--- config.mk ---
export PLATFORM = sky130hd
export DESIGN_NAME = dwd_watchdog
export DESIGN_NICKNAME = d
export VERILOG_FILES = /design/src/hw/dwd_pkg.sv /design/src/hw/dwd_watchdog.sv
export SDC_FILE = /design/constraint.sdc
export NUM_CORES = 1
export LEC_CHECK = 0
export BUFFER_PORTS_ARGS = -buffer_cell sky130_fd_sc_hd__buf_2
export CAP_MARGIN = 5
export CORE_MARGIN = 2
export CORE_UTILIZATION = 45
export CTS_BUF_LIST = sky130_fd_sc_hd__clkbuf_4 sky130_fd_sc_hd__clkbuf_8
export CTS_CLUSTER_SIZE = 10
export DETAILED_ROUTE_END_ITERATION = 10
export PLACE_DENSITY = 0.68
export SETUP_SLACK_MARGIN = 0.5
export SLEW_MARGIN = 20
export SYNTH_ARGS = -nofsm -noshare
export SYNTH_HDL_FRONTEND = slang
export SYNTH_SLANG_ARGS = --single-unit
--- constraint.sdc ---
create_clock -name core_clk -period 4.4 [get_ports core_clk]
set_input_delay 0.66 -clock core_clk [delete_from_list [all_inputs] [get_ports core_clk]]
set_output_delay 0.66 -clock core_clk [all_outputs]
set_load 0.02 [all_outputs]
--- src/hw/dwd_pkg.sv ---
package dwd_pkg;
	localparam logic [7:0] WATCHDOG_CONTROL_ADDR = 8'hD8;
	localparam logic [7:0] WATCHDOG_CONTROL_RESET = 8'hFE;
	localparam int ACTIVATE_BIT = 0;
	localparam int SOFT_RESET_BIT = 1;
	localparam int PERIOD_TOP = 2;
	localparam int PERIOD_LSB = 7;
	localparam int TICK_CYCLES = 3072;
	localparam logic [11:0] TICK_LAST = 12'hBFF;
	localparam int STAB_CYCLES = 64;
	localparam logic [6:0] STAB_LAST = 7'h3F;

	typedef struct packed {
		logic wrEn;
		logic [7:0] addr;
		logic [7:0] wrData;
	} dwd_bus_t;
endpackage

--- src/hw/dwd_watchdog.sv ---
`timescale 1ns/1ps
module dwd_watchdog (
	input wire logic core_clk,
	input wire logic reset,
	input wire dwd_pkg::dwd_bus_t bus,
	output logic [7:0] rdData,
	input wire logic hwActivation,
	input wire logic extStopControl,
	input wire logic nmiPin,
	input wire logic stopRequest,
	input wire logic wakeEvent,
	output logic stopMode,
	output logic waitMode,
	output logic oscRun,
	output logic deviceReset
);
	logic [6:0] count_q;
	logic active_q;
	logic frozen_q;
	logic [11:0] tick_q;
	logic tickPulse;
	logic wdWrite;
	logic [6:0] wrCount;
	logic expire;
	logic wdReset;
	logic [6:0] stab_q;
	logic stabBusy_q;
	logic isActive;

	assign wdWrite = bus.wrEn && (bus.addr == dwd_pkg::WATCHDOG_CONTROL_ADDR) && !stabBusy_q;
	// reversed period mapping
	genvar gi;
	generate
		for (gi = 0; gi < 6; gi++)
		begin : gMap
			assign wrCount[gi] = bus.wrData[dwd_pkg::PERIOD_LSB - gi];
			assign rdData[dwd_pkg::PERIOD_LSB - gi] = count_q[gi];
		end
	endgenerate
	assign wrCount[6] = bus.wrData[dwd_pkg::SOFT_RESET_BIT];
	assign rdData[dwd_pkg::SOFT_RESET_BIT] = count_q[6];
	assign isActive = hwActivation | active_q;
	assign rdData[dwd_pkg::ACTIVATE_BIT] = isActive;

	assign tickPulse = (tick_q == dwd_pkg::TICK_LAST) && !frozen_q && !stabBusy_q;

	// cycle divider, restarted by a write
	always_ff @(posedge core_clk or posedge reset)
	begin
		if (reset)
			tick_q <= '0;
		else if (wdWrite || stabBusy_q)
			tick_q <= '0;
		else if (!frozen_q)
			tick_q <= (tick_q == dwd_pkg::TICK_LAST) ? 12'h000 : tick_q + 12'h001;
	end

	assign expire = isActive && tickPulse && (count_q[6]) && (count_q[5:0] == 6'h00);
	assign wdReset = isActive && (expire || (wdWrite && !bus.wrData[dwd_pkg::SOFT_RESET_BIT]));

	// counter
	always_ff @(posedge core_clk or posedge reset)
	begin
		if (reset)
			count_q <= 7'h7F;
		else if (wdReset || stabBusy_q)
			count_q <= 7'h7F;
		else if (wdWrite)
			count_q <= wrCount;
		else if (tickPulse)
			count_q <= count_q - 7'h01;
	end

	// activation latch
	always_ff @(posedge core_clk or posedge reset)
	begin
		if (reset)
			active_q <= 1'b0;
		else if (wdReset || stabBusy_q)
			active_q <= 1'b0;
		else if (wdWrite && bus.wrData[dwd_pkg::ACTIVATE_BIT])
			active_q <= 1'b1;
	end

	// stabilisation delay after a watchdog reset
	always_ff @(posedge core_clk or posedge reset)
	begin
		if (reset)
		begin
			stabBusy_q <= 1'b0;
			stab_q <= '0;
		end
		else if (wdReset)
		begin
			stabBusy_q <= 1'b1;
			stab_q <= '0;
		end
		else if (stabBusy_q)
		begin
			stab_q <= stab_q + 7'h01;
			if (stab_q == dwd_pkg::STAB_LAST)
				stabBusy_q <= 1'b0;
		end
	end
	assign deviceReset = stabBusy_q;

	// stop and wait handling
	always_ff @(posedge core_clk or posedge reset)
	begin
		if (reset)
		begin
			frozen_q <= 1'b0;
			waitMode <= 1'b0;
		end
		else if (stabBusy_q || wakeEvent)
		begin
			frozen_q <= 1'b0;
			waitMode <= 1'b0;
		end
		else if (stopRequest && !frozen_q && !waitMode)
		begin
			if (!isActive)
				frozen_q <= 1'b1;
			else if (extStopControl && nmiPin)
				frozen_q <= 1'b1;
			else
				waitMode <= 1'b1;
		end
	end
	assign stopMode = frozen_q;
	assign oscRun = !frozen_q;

	// helper: cycles the current device reset has stood
	logic [7:0] stabLen_q;
	always_ff @(posedge core_clk or posedge reset)
	begin
		if (reset)
			stabLen_q <= 8'h00;
		else if (!deviceReset)
			stabLen_q <= 8'h00;
		else if (stabLen_q != 8'hFF)
			stabLen_q <= stabLen_q + 8'h01;
	end

	AST_SOFT_RESET: assert property (@(posedge core_clk) disable iff (reset)
		wdWrite && isActive && !bus.wrData[dwd_pkg::SOFT_RESET_BIT] && !stabBusy_q |=> deviceReset)
		else $error("soft reset bit clear did not reset");
	AST_EXPIRE: assert property (@(posedge core_clk) disable iff (reset)
		expire && !wdWrite |=> deviceReset && count_q == 7'h7F)
		else $error("expiry did not reset");
	AST_NO_RESET_INACTIVE: assert property (@(posedge core_clk) disable iff (reset)
		!isActive && !stabBusy_q |=> !deviceReset)
		else $error("inactive watchdog reset device");
	AST_STICKY: assert property (@(posedge core_clk) disable iff (reset)
		active_q && !wdReset && !stabBusy_q |=> active_q)
		else $error("activation cleared");
	AST_SW_HOLD: assert property (@(posedge core_clk) disable iff (reset)
		!active_q && !(wdWrite && bus.wrData[dwd_pkg::ACTIVATE_BIT]) |=> !active_q)
		else $error("activation set without write");
	AST_HW_READ: assert property (@(posedge core_clk) disable iff (reset)
		hwActivation |-> rdData[dwd_pkg::ACTIVATE_BIT])
		else $error("activation bit not one");
	AST_FREEZE: assert property (@(posedge core_clk) disable iff (reset)
		frozen_q && !wakeEvent && !stabBusy_q |=> $stable(count_q))
		else $error("frozen counter moved");
	AST_STOP_INACTIVE: assert property (@(posedge core_clk) disable iff (reset)
		stopRequest && !isActive && !stopMode && !waitMode && !stabBusy_q && !wakeEvent
		|=> stopMode && !oscRun)
		else $error("inactive stop did not halt");
	AST_HW_WAIT: assert property (@(posedge core_clk) disable iff (reset)
		stopRequest && hwActivation && !extStopControl && !stopMode && !waitMode
		&& !stabBusy_q && !wakeEvent |=> waitMode && oscRun)
		else $error("hardware stop not taken as wait");
	AST_WAIT: assert property (@(posedge core_clk) disable iff (reset)
		stopRequest && !stopMode && !waitMode && isActive && !stabBusy_q && !wakeEvent
		&& !(extStopControl && nmiPin) |=> waitMode && oscRun)
		else $error("stop not taken as wait");
	AST_NMI_STOP: assert property (@(posedge core_clk) disable iff (reset)
		stopRequest && isActive && extStopControl && nmiPin && !stopMode && !waitMode
		&& !stabBusy_q && !wakeEvent |=> stopMode && !oscRun)
		else $error("stop with nmi high not taken");
	AST_WAKE: assert property (@(posedge core_clk) disable iff (reset)
		wakeEvent |=> !stopMode && !waitMode)
		else $error("wake did not leave low power");
	AST_DEC_STEP: assert property (@(posedge core_clk) disable iff (reset)
		tickPulse && !wdWrite && !wdReset |=> count_q == $past(count_q) - 7'h01)
		else $error("counter did not step down");
	AST_NO_EARLY_DEC: assert property (@(posedge core_clk) disable iff (reset)
		!tickPulse && !wdWrite && !wdReset && !stabBusy_q |=> $stable(count_q))
		else $error("counter moved between ticks");
	AST_RELOAD: assert property (@(posedge core_clk) disable iff (reset)
		wdWrite && !wdReset && !stabBusy_q |=> count_q == $past(wrCount) && tick_q == 12'h000)
		else $error("write did not restart");
	AST_STAB: assert property (@(posedge core_clk) disable iff (reset)
		$rose(deviceReset) |-> deviceReset [*8])
		else $error("reset too short");
	AST_STAB_LEN: assert property (@(posedge core_clk) disable iff (reset)
		$fell(deviceReset) |-> int'(stabLen_q) == dwd_pkg::STAB_CYCLES)
		else $error("device reset length wrong");
	AST_REINIT: assert property (@(posedge core_clk) disable iff (reset)
		$fell(deviceReset) |-> count_q == 7'h7F && !active_q)
		else $error("counter not reinitialised");
	COV_EXPIRE: cover property (@(posedge core_clk) expire);
	COV_STOP: cover property (@(posedge core_clk) $rose(stopMode));
	COV_WAIT: cover property (@(posedge core_clk) $rose(waitMode));
	COV_SOFT_RESET: cover property (@(posedge core_clk) wdWrite && isActive && !bus.wrData[1]);
	COV_RELOAD: cover property (@(posedge core_clk) wdWrite && isActive && bus.wrData[1]);
endmodule

==> results of run 1 <==
## kinds of logic after synthesis
logic type / count (synthesis)
AND/OR/NAND/NOR: 84
flip-flops: 30
AO/OA/AOI/OAI: 22
XOR/XNOR: 16
buffers and inverters: 13
multiplexers: 6
adder cells (fa/ha/maj): 3
## registers in the layout, indices dropped and copies added (netlist names)
signal,cells
tick_q,12
count_q,7
stab_q,7
active_q,1
deviceReset,1
stopMode,1
waitMode,1
## worst register-to-register path, delay by kind of cell (launching register included)
family	cells	cell delay (ps)
multiplexers	1	430
flip-flops	1	670
AND/OR/NAND/NOR	3	1240
## layout by cell type, fill, tap and decap left out, drive strengths merged, types with 3 or more instances in the layout
| cell type | instances |
|---|---|
| nand3 | 5 |
| o21ai | 4 |
| nand4 | 6 |
| dfrtp | 23 |
| dfstp | 7 |
| inv | 6 |
| nand2b | 5 |
| buf | 35 |
| or3 | 8 |
| xor2 | 6 |
| xnor2 | 10 |
| a21oi | 7 |
| nand2 | 10 |
| nor4 | 4 |
| nor3 | 9 |
| clkbuf | 8 |
| ha | 3 |
| nor2 | 22 |
| mux2i | 5 |
## per-stage QoR
step                      area [sq um]  power (mW)
after floorplan                   1700       0.537
after global placement            1880       0.575
after detailed placement          1880       0.590
after CTS                         1990       0.855
after global routing              1990       0.905
final                             1990       0.848
## layer usage
metal / vias up / GRT usage / part of all wire
li1: 690 / - / -
met1: 714 / 0.243 / 0.43
met2: 35 / 0.364 / 0.51
met3: 6 / 0.0462 / 0.048
met4: 0 / 0.0755 / 0.010
met5: - / 0 / 0
## final timing paths
check	startpoint	to	slack, ps	cells after the start
worst max-delay path	deviceReset$_DFF_PP0_	count_q[1]$_DFFE_PP1P_	2000	4
worst max register to register	deviceReset$_DFF_PP0_	count_q[1]$_DFFE_PP1P_	2000	4
worst min register to register	stab_q[5]$_DFFE_PP0P_	stab_q[5]$_DFFE_PP0P_	550	2
min in group core_clk	wakeEvent	waitMode$_DFFE_PP0P_	540	2
max in group asynchronous	reset	stab_q[3]$_DFFE_PP0P_	3530	2
worst min-delay path	reset	tick_q[5]$_DFFE_PP0P_	450	2
## report_power, final
group          total [mW]  switching [mW]  leakage (nW)  internal, mW
Sequential          0.403          0.0777         0.374         0.325
Clock               0.261           0.103        0.0575         0.158
Combinational       0.184          0.0990         0.419        0.0845
## layout make-up
cell class | instances | area share
clock buffers | 8 | 0.0554
inverters | 6 | 0.0113
multi-input cells | 131 | 0.433
flip-flops and latches | 30 | 0.382
well taps | 48 | 0.0302
repair buffers | 35 | 0.0882
==> out/results.tsv, run 1 <==
metric	value	unit
drv_cap	0	
vias	1445	
finalNonFillerCells	258	
clock_sinks	30	
setup-tns-final	0	ps
drtAntennaViolNets	0	
grtUsageTotal	0.206	
cts.clk_slew.worst_paths	60	ps
area_growth	17.0	%
synthMuxAreaShare	0.0361	
multiInputGateArea	860	sq um
grt_pass1_wl	6770	um
synth-seq-area-share	0.447	
crit_buf_inv	0	
hp-class	input pin to async pin	
crit_path_end_kind	flop	
crit_required	4610	ps
top_level_ports	36	
outcome	completed	
grt_antenna_before_repair	0	
synth.net_count	201	
cts_tree	yes	
routed_wl	3820	um
port_buffers	35	
num_antenna_cells	0	
finalCritPeriodShare	0.546	
finClkSkew	4.88	ps
synthArstFlopShare	1.00	
critPathKind	flop to flop	
synth_cell_types	45	
firstDrtPassIters	4	
cts_buffers	5	
yosysTopAreaCellShare	0.339	
synth-xor-area-share	0.0825	
dieHeight	65.4	um
worst_slack	2000	ps
syn_area_per_cell	9.76	sq um
crit_chain	nor4_1 > nand3_1 > mux2_2 > or3_1	
post-synth-top-count-cell	dfrtp_1	
postCtsSetupBuffers	0	
slew_viol_final	0	
fillCellCount	354	
htree_num_levels	2	
crit_path_max_incr_delay	670	ps
die_w	65.4	um
fin_crit	2400	ps
dp_slack	1990	ps
cts_resized	0	
die-area	0.00428	sq mm
critPathArrivalTime	2610	ps
startpoint_type	flop	
drtIter0Drc	103	
regArea	759	sq um
synth_top_family_by_area	simple AND/OR/NAND/NOR gates	
start_util	0.467	
root_buffer	clkbuf_8	
yosys_warnings	0	
clk_path_buf_depth	2	
cts_hold_buffers	0	
route.detailed.drc	0	
worstMarginPinSlew	942	ps
final_core_util	0.547	
syn_area	0.00170	sq mm
grt_pass1_vias	1499	
power.density	427	mW/mm^2
rsz0062_at_grt	false	
cpLargestDelayFamily	simple AND/OR/NAND/NOR gates	
synthCells	174	
synthTopCellsByCount	23 x dfrtp_1, 22 x nor2_1, 10 x nand2_1, 10 x xnor2_1, 8 x nor3_1	
via_per_inst	5.60	
setup_violations	0	
power_leakage	0.850	nW
synthAdderAreaFrac	0.0221	
fmax	416	MHz
synthSimpleGateAreaFrac	0.279	
wl_per_cell	14.8	um
ys.flop_type	dfrtp_1	
crit_fanout	23	
drive_gt1_frac	0.295	
core	0.00363	sq mm
max-slew-margin-rel	0.368	
peakVddDrop	0.182	mV
fin_hold_ws	454	ps
yosysTopAreaCell	dfrtp_1	
rows	22	
insertion_delay	280	ps
gp_congestion	0.827	
synth_edf_count	0	
placedCellCount	250	
finalHoldViolCount	0	
ys_ff_latch	30	
critPathSlowestCell	dfrtp_1	
final_nets	236	
overflow	0	
grt_max_degree	31	
synth_compound_area_frac	0.0870	
synthTopCellsByArea	dfrtp_1 34%, dfstp_2 11%, xnor2_1 5.2%	
dp_hpwl	2810	um
Note: power is estimated with default switching activity, not from simulation.
==> run 2, diff against run 1 <==
clock period = 2.25 ns   (was 4.4 ns; I/O delays follow)
==> out/results.tsv, run 2 (synthesis gave the netlist of run 1 again) <==
metric	value	unit	change
dieHeight	65.4	um	unchanged
max-slew-margin-rel	0.641		+0.274
top_register	tick_q		
grt_antenna_before_repair	0		unchanged
grt_pass1_vias	1528		+1.9%
final_common_cell	buf_2		
largest_register_ffs	12		unchanged
rows	22		unchanged
fillCellCount	327		-7.6%
vias	1523		+5.4%
wl_per_cell	15.8	um	+7.0%
core	0.00363	sq mm	unchanged
critPathSlowestCell	or4_4		
setup_violations	0		unchanged
fmax	479	MHz	+15%
drtIter0Drc	96		-6.8%
routed_wl	4320	um	+13%
grtUsageTotal	0.221		+0.0153
drive_gt1_frac	0.422		+0.127
rr_worst_depth	6		+2
clock_sinks	30		unchanged
rsz0062_at_grt	true		
crit_chain	ha_2 > nand4b_1 > or4_4 > nor3_2 > mux2i_1 > a2111o_1		
start_util	0.467		unchanged
route.detailed.drc	0		unchanged
reg2reg_to	count_q[5]$_DFFE_PP1P_		
crit_end	count_q[5]$_DFFE_PP1P_		
top_regs	tick_q: 12 flops, count_q: 7 flops, stab_q: 7 flops		
regArea	761	sq um	+0.16%
grt_pass1_wl	7140	um	+5.5%
placedCellCount	255		+2.0%
power.density	904	mW/mm^2	+110%
port_buffers	35		unchanged
clk_path_buf_depth	2		unchanged
drv_cap	0		unchanged
crit_path_end_kind	flop		
die-area	0.00428	sq mm	unchanged
multiInputGateArea	980	sq um	+14%
gp_congestion	0.846		+2.3%
peakVddDrop	0.673	mV	+270%
finalHoldViolCount	0		unchanged
num_antenna_cells	0		unchanged
fin_crit	2090	ps	-316 ps
cts.clk_slew.worst_paths	70	ps	about the same
cts_hold_buffers	0		unchanged
cts_tree	yes		
grt_max_degree	31		unchanged
finalNonFillerCells	273		+5.8%
htree_num_levels	2		unchanged
setup-tns-final	0	ps	unchanged
slew_viol_final	0		unchanged
firstDrtPassIters	4		unchanged
insertion_delay	280	ps	about the same
critPathArrivalTime	2300	ps	-310 ps
cts_buffers	5		unchanged
finClkSkew	9.40	ps	+4.52 ps
root_buffer	clkbuf_8		
layout_common_cells	35 x buf_2, 22 x dfrtp_1, 13 x buf_4		
crit_fanout	5		-78%
area_growth	31.8	%	
startpoint_type	flop		
reg2reg_setup_slack	160	ps	-1830 ps
crit_required	2460	ps	-2150 ps
overflow	0		unchanged
top_level_ports	36		unchanged
via_per_inst	5.58		-0.39%
startpoint	tick_q[1]$_DFFE_PP0P_		
crit_path_max_incr_delay	610	ps	-60 ps
dp_hpwl	2800	um	-0.14%
die_w	65.4	um	unchanged
outcome	completed		
power_leakage	0.948	nW	+12%
critPathKind	flop to flop		
worstMarginPinSlew	533	ps	-409 ps
finalCritPeriodShare	0.928		+0.381
reg2reg_from	tick_q[1]$_DFFE_PP0P_		
hp-class	input pin to async pin		
drtAntennaViolNets	0		unchanged
final_nets	251		+6.4%
==> run 2: changes by cell type in the layout (fill, tap and decap cells not counted), sizes merged <==
cell,delta
clkbuf,-2
and2,+1
or4,+1
buf,+13
bufinv,+2
==> run 2: worst min-delay path by stage <==
stage                    from                    end  slack (ps)
finish                  reset  tick_q[0]$_DFFE_PP0P_         120
floorplan           wakeEvent   stopMode$_DFFE_PP0P_         410
global route            reset   waitMode$_DFFE_PP0P_         150
global placement        reset  tick_q[6]$_DFFE_PP0P_         430
detailed placement      reset  tick_q[4]$_DFFE_PP0P_         430
CTS                     reset  tick_q[0]$_DFFE_PP0P_         130
==> run 2: critical path, delay by kind of cell, from the launching register on <==
kind | cells | cell delay [ps]
fa+ha+maj | 1 | 190
mux | 1 | 100
simple gates | 3 | 1020
compound gates | 1 | 340
flops | 1 | 380
==> run 2: metal layers <==
metal / track usage / wire [um] / up-vias
li1: - / - / 721
met3: 0.0411 / 227 / 5
met4: 0.0990 / 61 / 0
met5: 0 / 0 / -
met1: 0.277 / 1810 / 739
met2: 0.370 / 2220 / 58
==> run 2: area by class of cell <==
| type | instances | area share |
|---|---|---|
| sequential | 30 | 0.340 |
| clock inverter | 2 | 0.0268 |
| inverter | 6 | 0.0101 |
| tap | 48 | 0.0268 |
| multi-input combinational | 133 | 0.438 |
| clock buffer | 6 | 0.0369 |
| timing repair buffer | 48 | 0.122 |
==> run 2: report_power, final <==
group          switching, mW  total [mW]  internal, mW
combinational          0.323       0.604         0.282
sequential            0.0913       0.729         0.638
clock                  0.217       0.690         0.472
==> run 2: through the flow <==
step	hold slack (ps)	area (sq um)	worst slack, ps	utilization	total power, mW
2_1_floorplan	407	1700	214	-	1.05
3_3_place_gp	426	1920	228	0.527	1.15
3_5_place_dp	433	1920	138	0.527	1.18
4_1_cts	127	2130	192	0.587	1.89
5_1_grt	148	2240	74.0	0.616	2.15
6_report	118	2240	163	0.616	2.02
==> run 2: repair_timing <==
| item | 4_1_cts | 5_1_grt |
|---|---|---|
| pin swaps | 5 | 21 |
| resized for setup | 6 | 21 |
| buffers inserted | 4 | 4 |
| gates cloned | 2 | 0 |
| setup endpoints to repair | 24 | 24 |
==> run 3, diff against run 2 <==
PLACE_DENSITY = 0.7   (was 0.68)
clock period = 1.8 ns   (was 2.25 ns; I/O delays follow)
==> out/results.tsv, run 3 (synthesis gave the netlist of run 1 again) <==
metric	value	unit	change
insertion_delay	290	ps	about the same
reg2reg_setup_slack	-220	ps	-380 ps
grt_max_degree	31		unchanged
critPathArrivalTime	2230	ps	-70 ps
setup_violations	16		+16
power_leakage	1.06	nW	+11%
crit_buf_inv	1		+1
area_growth	45.0	%	
die_w	65.4	um	unchanged
port_buffers	35		unchanged
fmax	495	MHz	+3.4%
rows	22		unchanged
clk_path_buf_depth	2		unchanged
finClkSkew	6.51	ps	-2.89 ps
start_util	0.467		unchanged
cts_tree	yes		
drtAntennaViolNets	0		unchanged
crit_chain	ha_2 > nand4b_1 > buf_4 > or4_4 > o31ai_4 > a31oi_1 > or3_1		
drtIter0Drc	90		-6.3%
rsz0062_at_grt	true		
via_per_inst	5.39		-3.4%
startpoint_type	flop		
critPathKind	flop to flop		
dp_slack	-176	ps	-314 ps
route.detailed.drc	0		unchanged
vias	1584		+4.0%
grt_pass1_vias	1555		+1.8%
drv_cap	0		unchanged
reg2reg_to	count_q[3]$_DFFE_PP1P_		
die-area	0.00428	sq mm	unchanged
grt_antenna_before_repair	0		unchanged
drive_gt1_frac	0.508		+0.0859
cts.clk_slew.worst_paths	70	ps	about the same
top_level_ports	36		unchanged
top_regs	tick_q: 12 flops, count_q: 7 flops, stab_q: 7 flops		
outcome	complete, but fails checks		
stdcell_area	0.00246	sq mm	+9.9%
reg2reg_from	tick_q[0]$_DFFE_PP0P_		
finalCritPeriodShare	1.12		+0.194
clock_sinks	30		unchanged
cpLargestDelayFamily	simple AND/OR/NAND/NOR gates		
cts_hold_buffers	0		unchanged
top_register	tick_q		
rr_worst_depth	7		+1
root_buffer	clkbuf_8		
worstMarginPinSlew	389	ps	-144 ps
crit_required	2010	ps	-450 ps
crit_path_end_kind	flop		
gp_congestion	0.827		-2.2%
max-slew-margin-rel	0.740		+0.0993
regArea	762	sq um	+0.16%
slew_viol_final	0		unchanged
final_core_util	0.677		+0.0613
dpl-instance-area	0.00205	sq mm	+7.1%
htree_num_levels	2		unchanged
final_common_cell	buf_4		
multiInputGateArea	0.00100	sq mm	+2.3%
crit_path_max_incr_delay	470	ps	-140 ps
fillCellCount	290		-11%
crit_fanout	4		-1
wl_per_cell	14.7	um	-7.3%
finalHoldViolCount	0		unchanged
startpoint	tick_q[0]$_DFFE_PP0P_		
dieHeight	65.4	um	unchanged
violations	setup timing		
core	0.00363	sq mm	unchanged
fin_crit	2020	ps	-68.2 ps
grtUsageTotal	0.216		-0.00438
hp-class	input pin to async pin		
worst_slack	-219	ps	-382 ps
peakVddDrop	0.887	mV	+32%
dp_hpwl	2780	um	-0.71%
largest_register_ffs	12		unchanged
final_nets	272		+8.4%
overflow	0		unchanged
routed_wl	4320	um	-0.12%
power.density	984	mW/mm^2	+8.9%
grt_pass1_wl	6900	um	-3.4%
layout_common_cells	32 x buf_4, 27 x buf_2, 21 x dfrtp_1		
fin_hold_ws	40.6	ps	-77.6 ps
firstDrtPassIters	4		unchanged
critPathSlowestCell	or4_4		
cts_buffers	5		unchanged
num_antenna_cells	0		unchanged
-- run 3: cell types whose count changed in the layout (fill, tap and decap cells not counted), moves of 2 or more --
| cell | change |
|---|---|
| buf_6 | +9 |
| buf_2 | -8 |
| a21oi_2 | +2 |
| inv_1 | -2 |
| nor2_4 | -3 |
| a21oi_1 | -2 |
| nor2_2 | +3 |
| buf_4 | +19 |
-- run 3: how the worst max path moves through the flow --
stage                                        end  slack (ps)  cells past startpoint
final                     count_q[3]$_DFFE_PP1P_        -220                      7
after floorplan           count_q[3]$_DFFE_PP1P_        -240                      6
after detailed placement  count_q[4]$_DFFE_PP1P_        -180                      5
after CTS                  deviceReset$_DFF_PP0_        -170                      5
after global routing      count_q[3]$_DFFE_PP1P_        -330                      6
after global placement    count_q[3]$_DFFE_PP1P_        -130                      5
-- run 3: routing by layer --
layer | vias up | track usage | wire, um
li1 | 765 | - | -
met5 | - | 0 | 0
met4 | 0 | 0.112 | 70
met1 | 758 | 0.248 | 1820
met3 | 7 | 0.0497 | 229
met2 | 54 | 0.375 | 2200
-- run 3: layout make-up --
cell class	instances	area share
Multi-Input combinational cell	133	0.407
Sequential cell	30	0.310
Timing Repair Buffer	69	0.200
Clock buffer	7	0.0366
Tap cell	48	0.0244
Clock inverter	1	0.0122
Inverter	6	0.0102
-- run 3: what timing repair did --
action | in CTS | in global routing
setup endpoints to repair | 31 | 35
cloned | 2 | 0
buffers inserted | 8 | 3
gates resized for setup | 22 | 35
pin swaps | 2 | 19
-- run 3: power breakdown --
group / switching (mW) / total [mW] / internal [mW]
clock: 0.258 / 0.724 / 0.466
sequential: 0.120 / 0.919 / 0.800
combinational: 0.391 / 0.779 / 0.389
-- run 3: metrics by stage --
step | setup TNS (ps) | cells | power, mW
3_3_place_gp | -1500 | 273 | 1.49
6_report | -2250 | 294 | 2.42
4_1_cts | -2420 | 291 | 2.27
5_1_grt | -3880 | 294 | 2.56
3_5_place_dp | -2430 | 273 | 1.50
2_1_floorplan | -2980 | 174 | 1.33
-- run 3: worst register-to-register path, delay by kind of cell, from the launching register on --
family	cells	cell delay (ps)
fa+ha+maj	1	180
flops	1	350
buf+inv	1	170
compound gates	2	330
simple gates	3	900
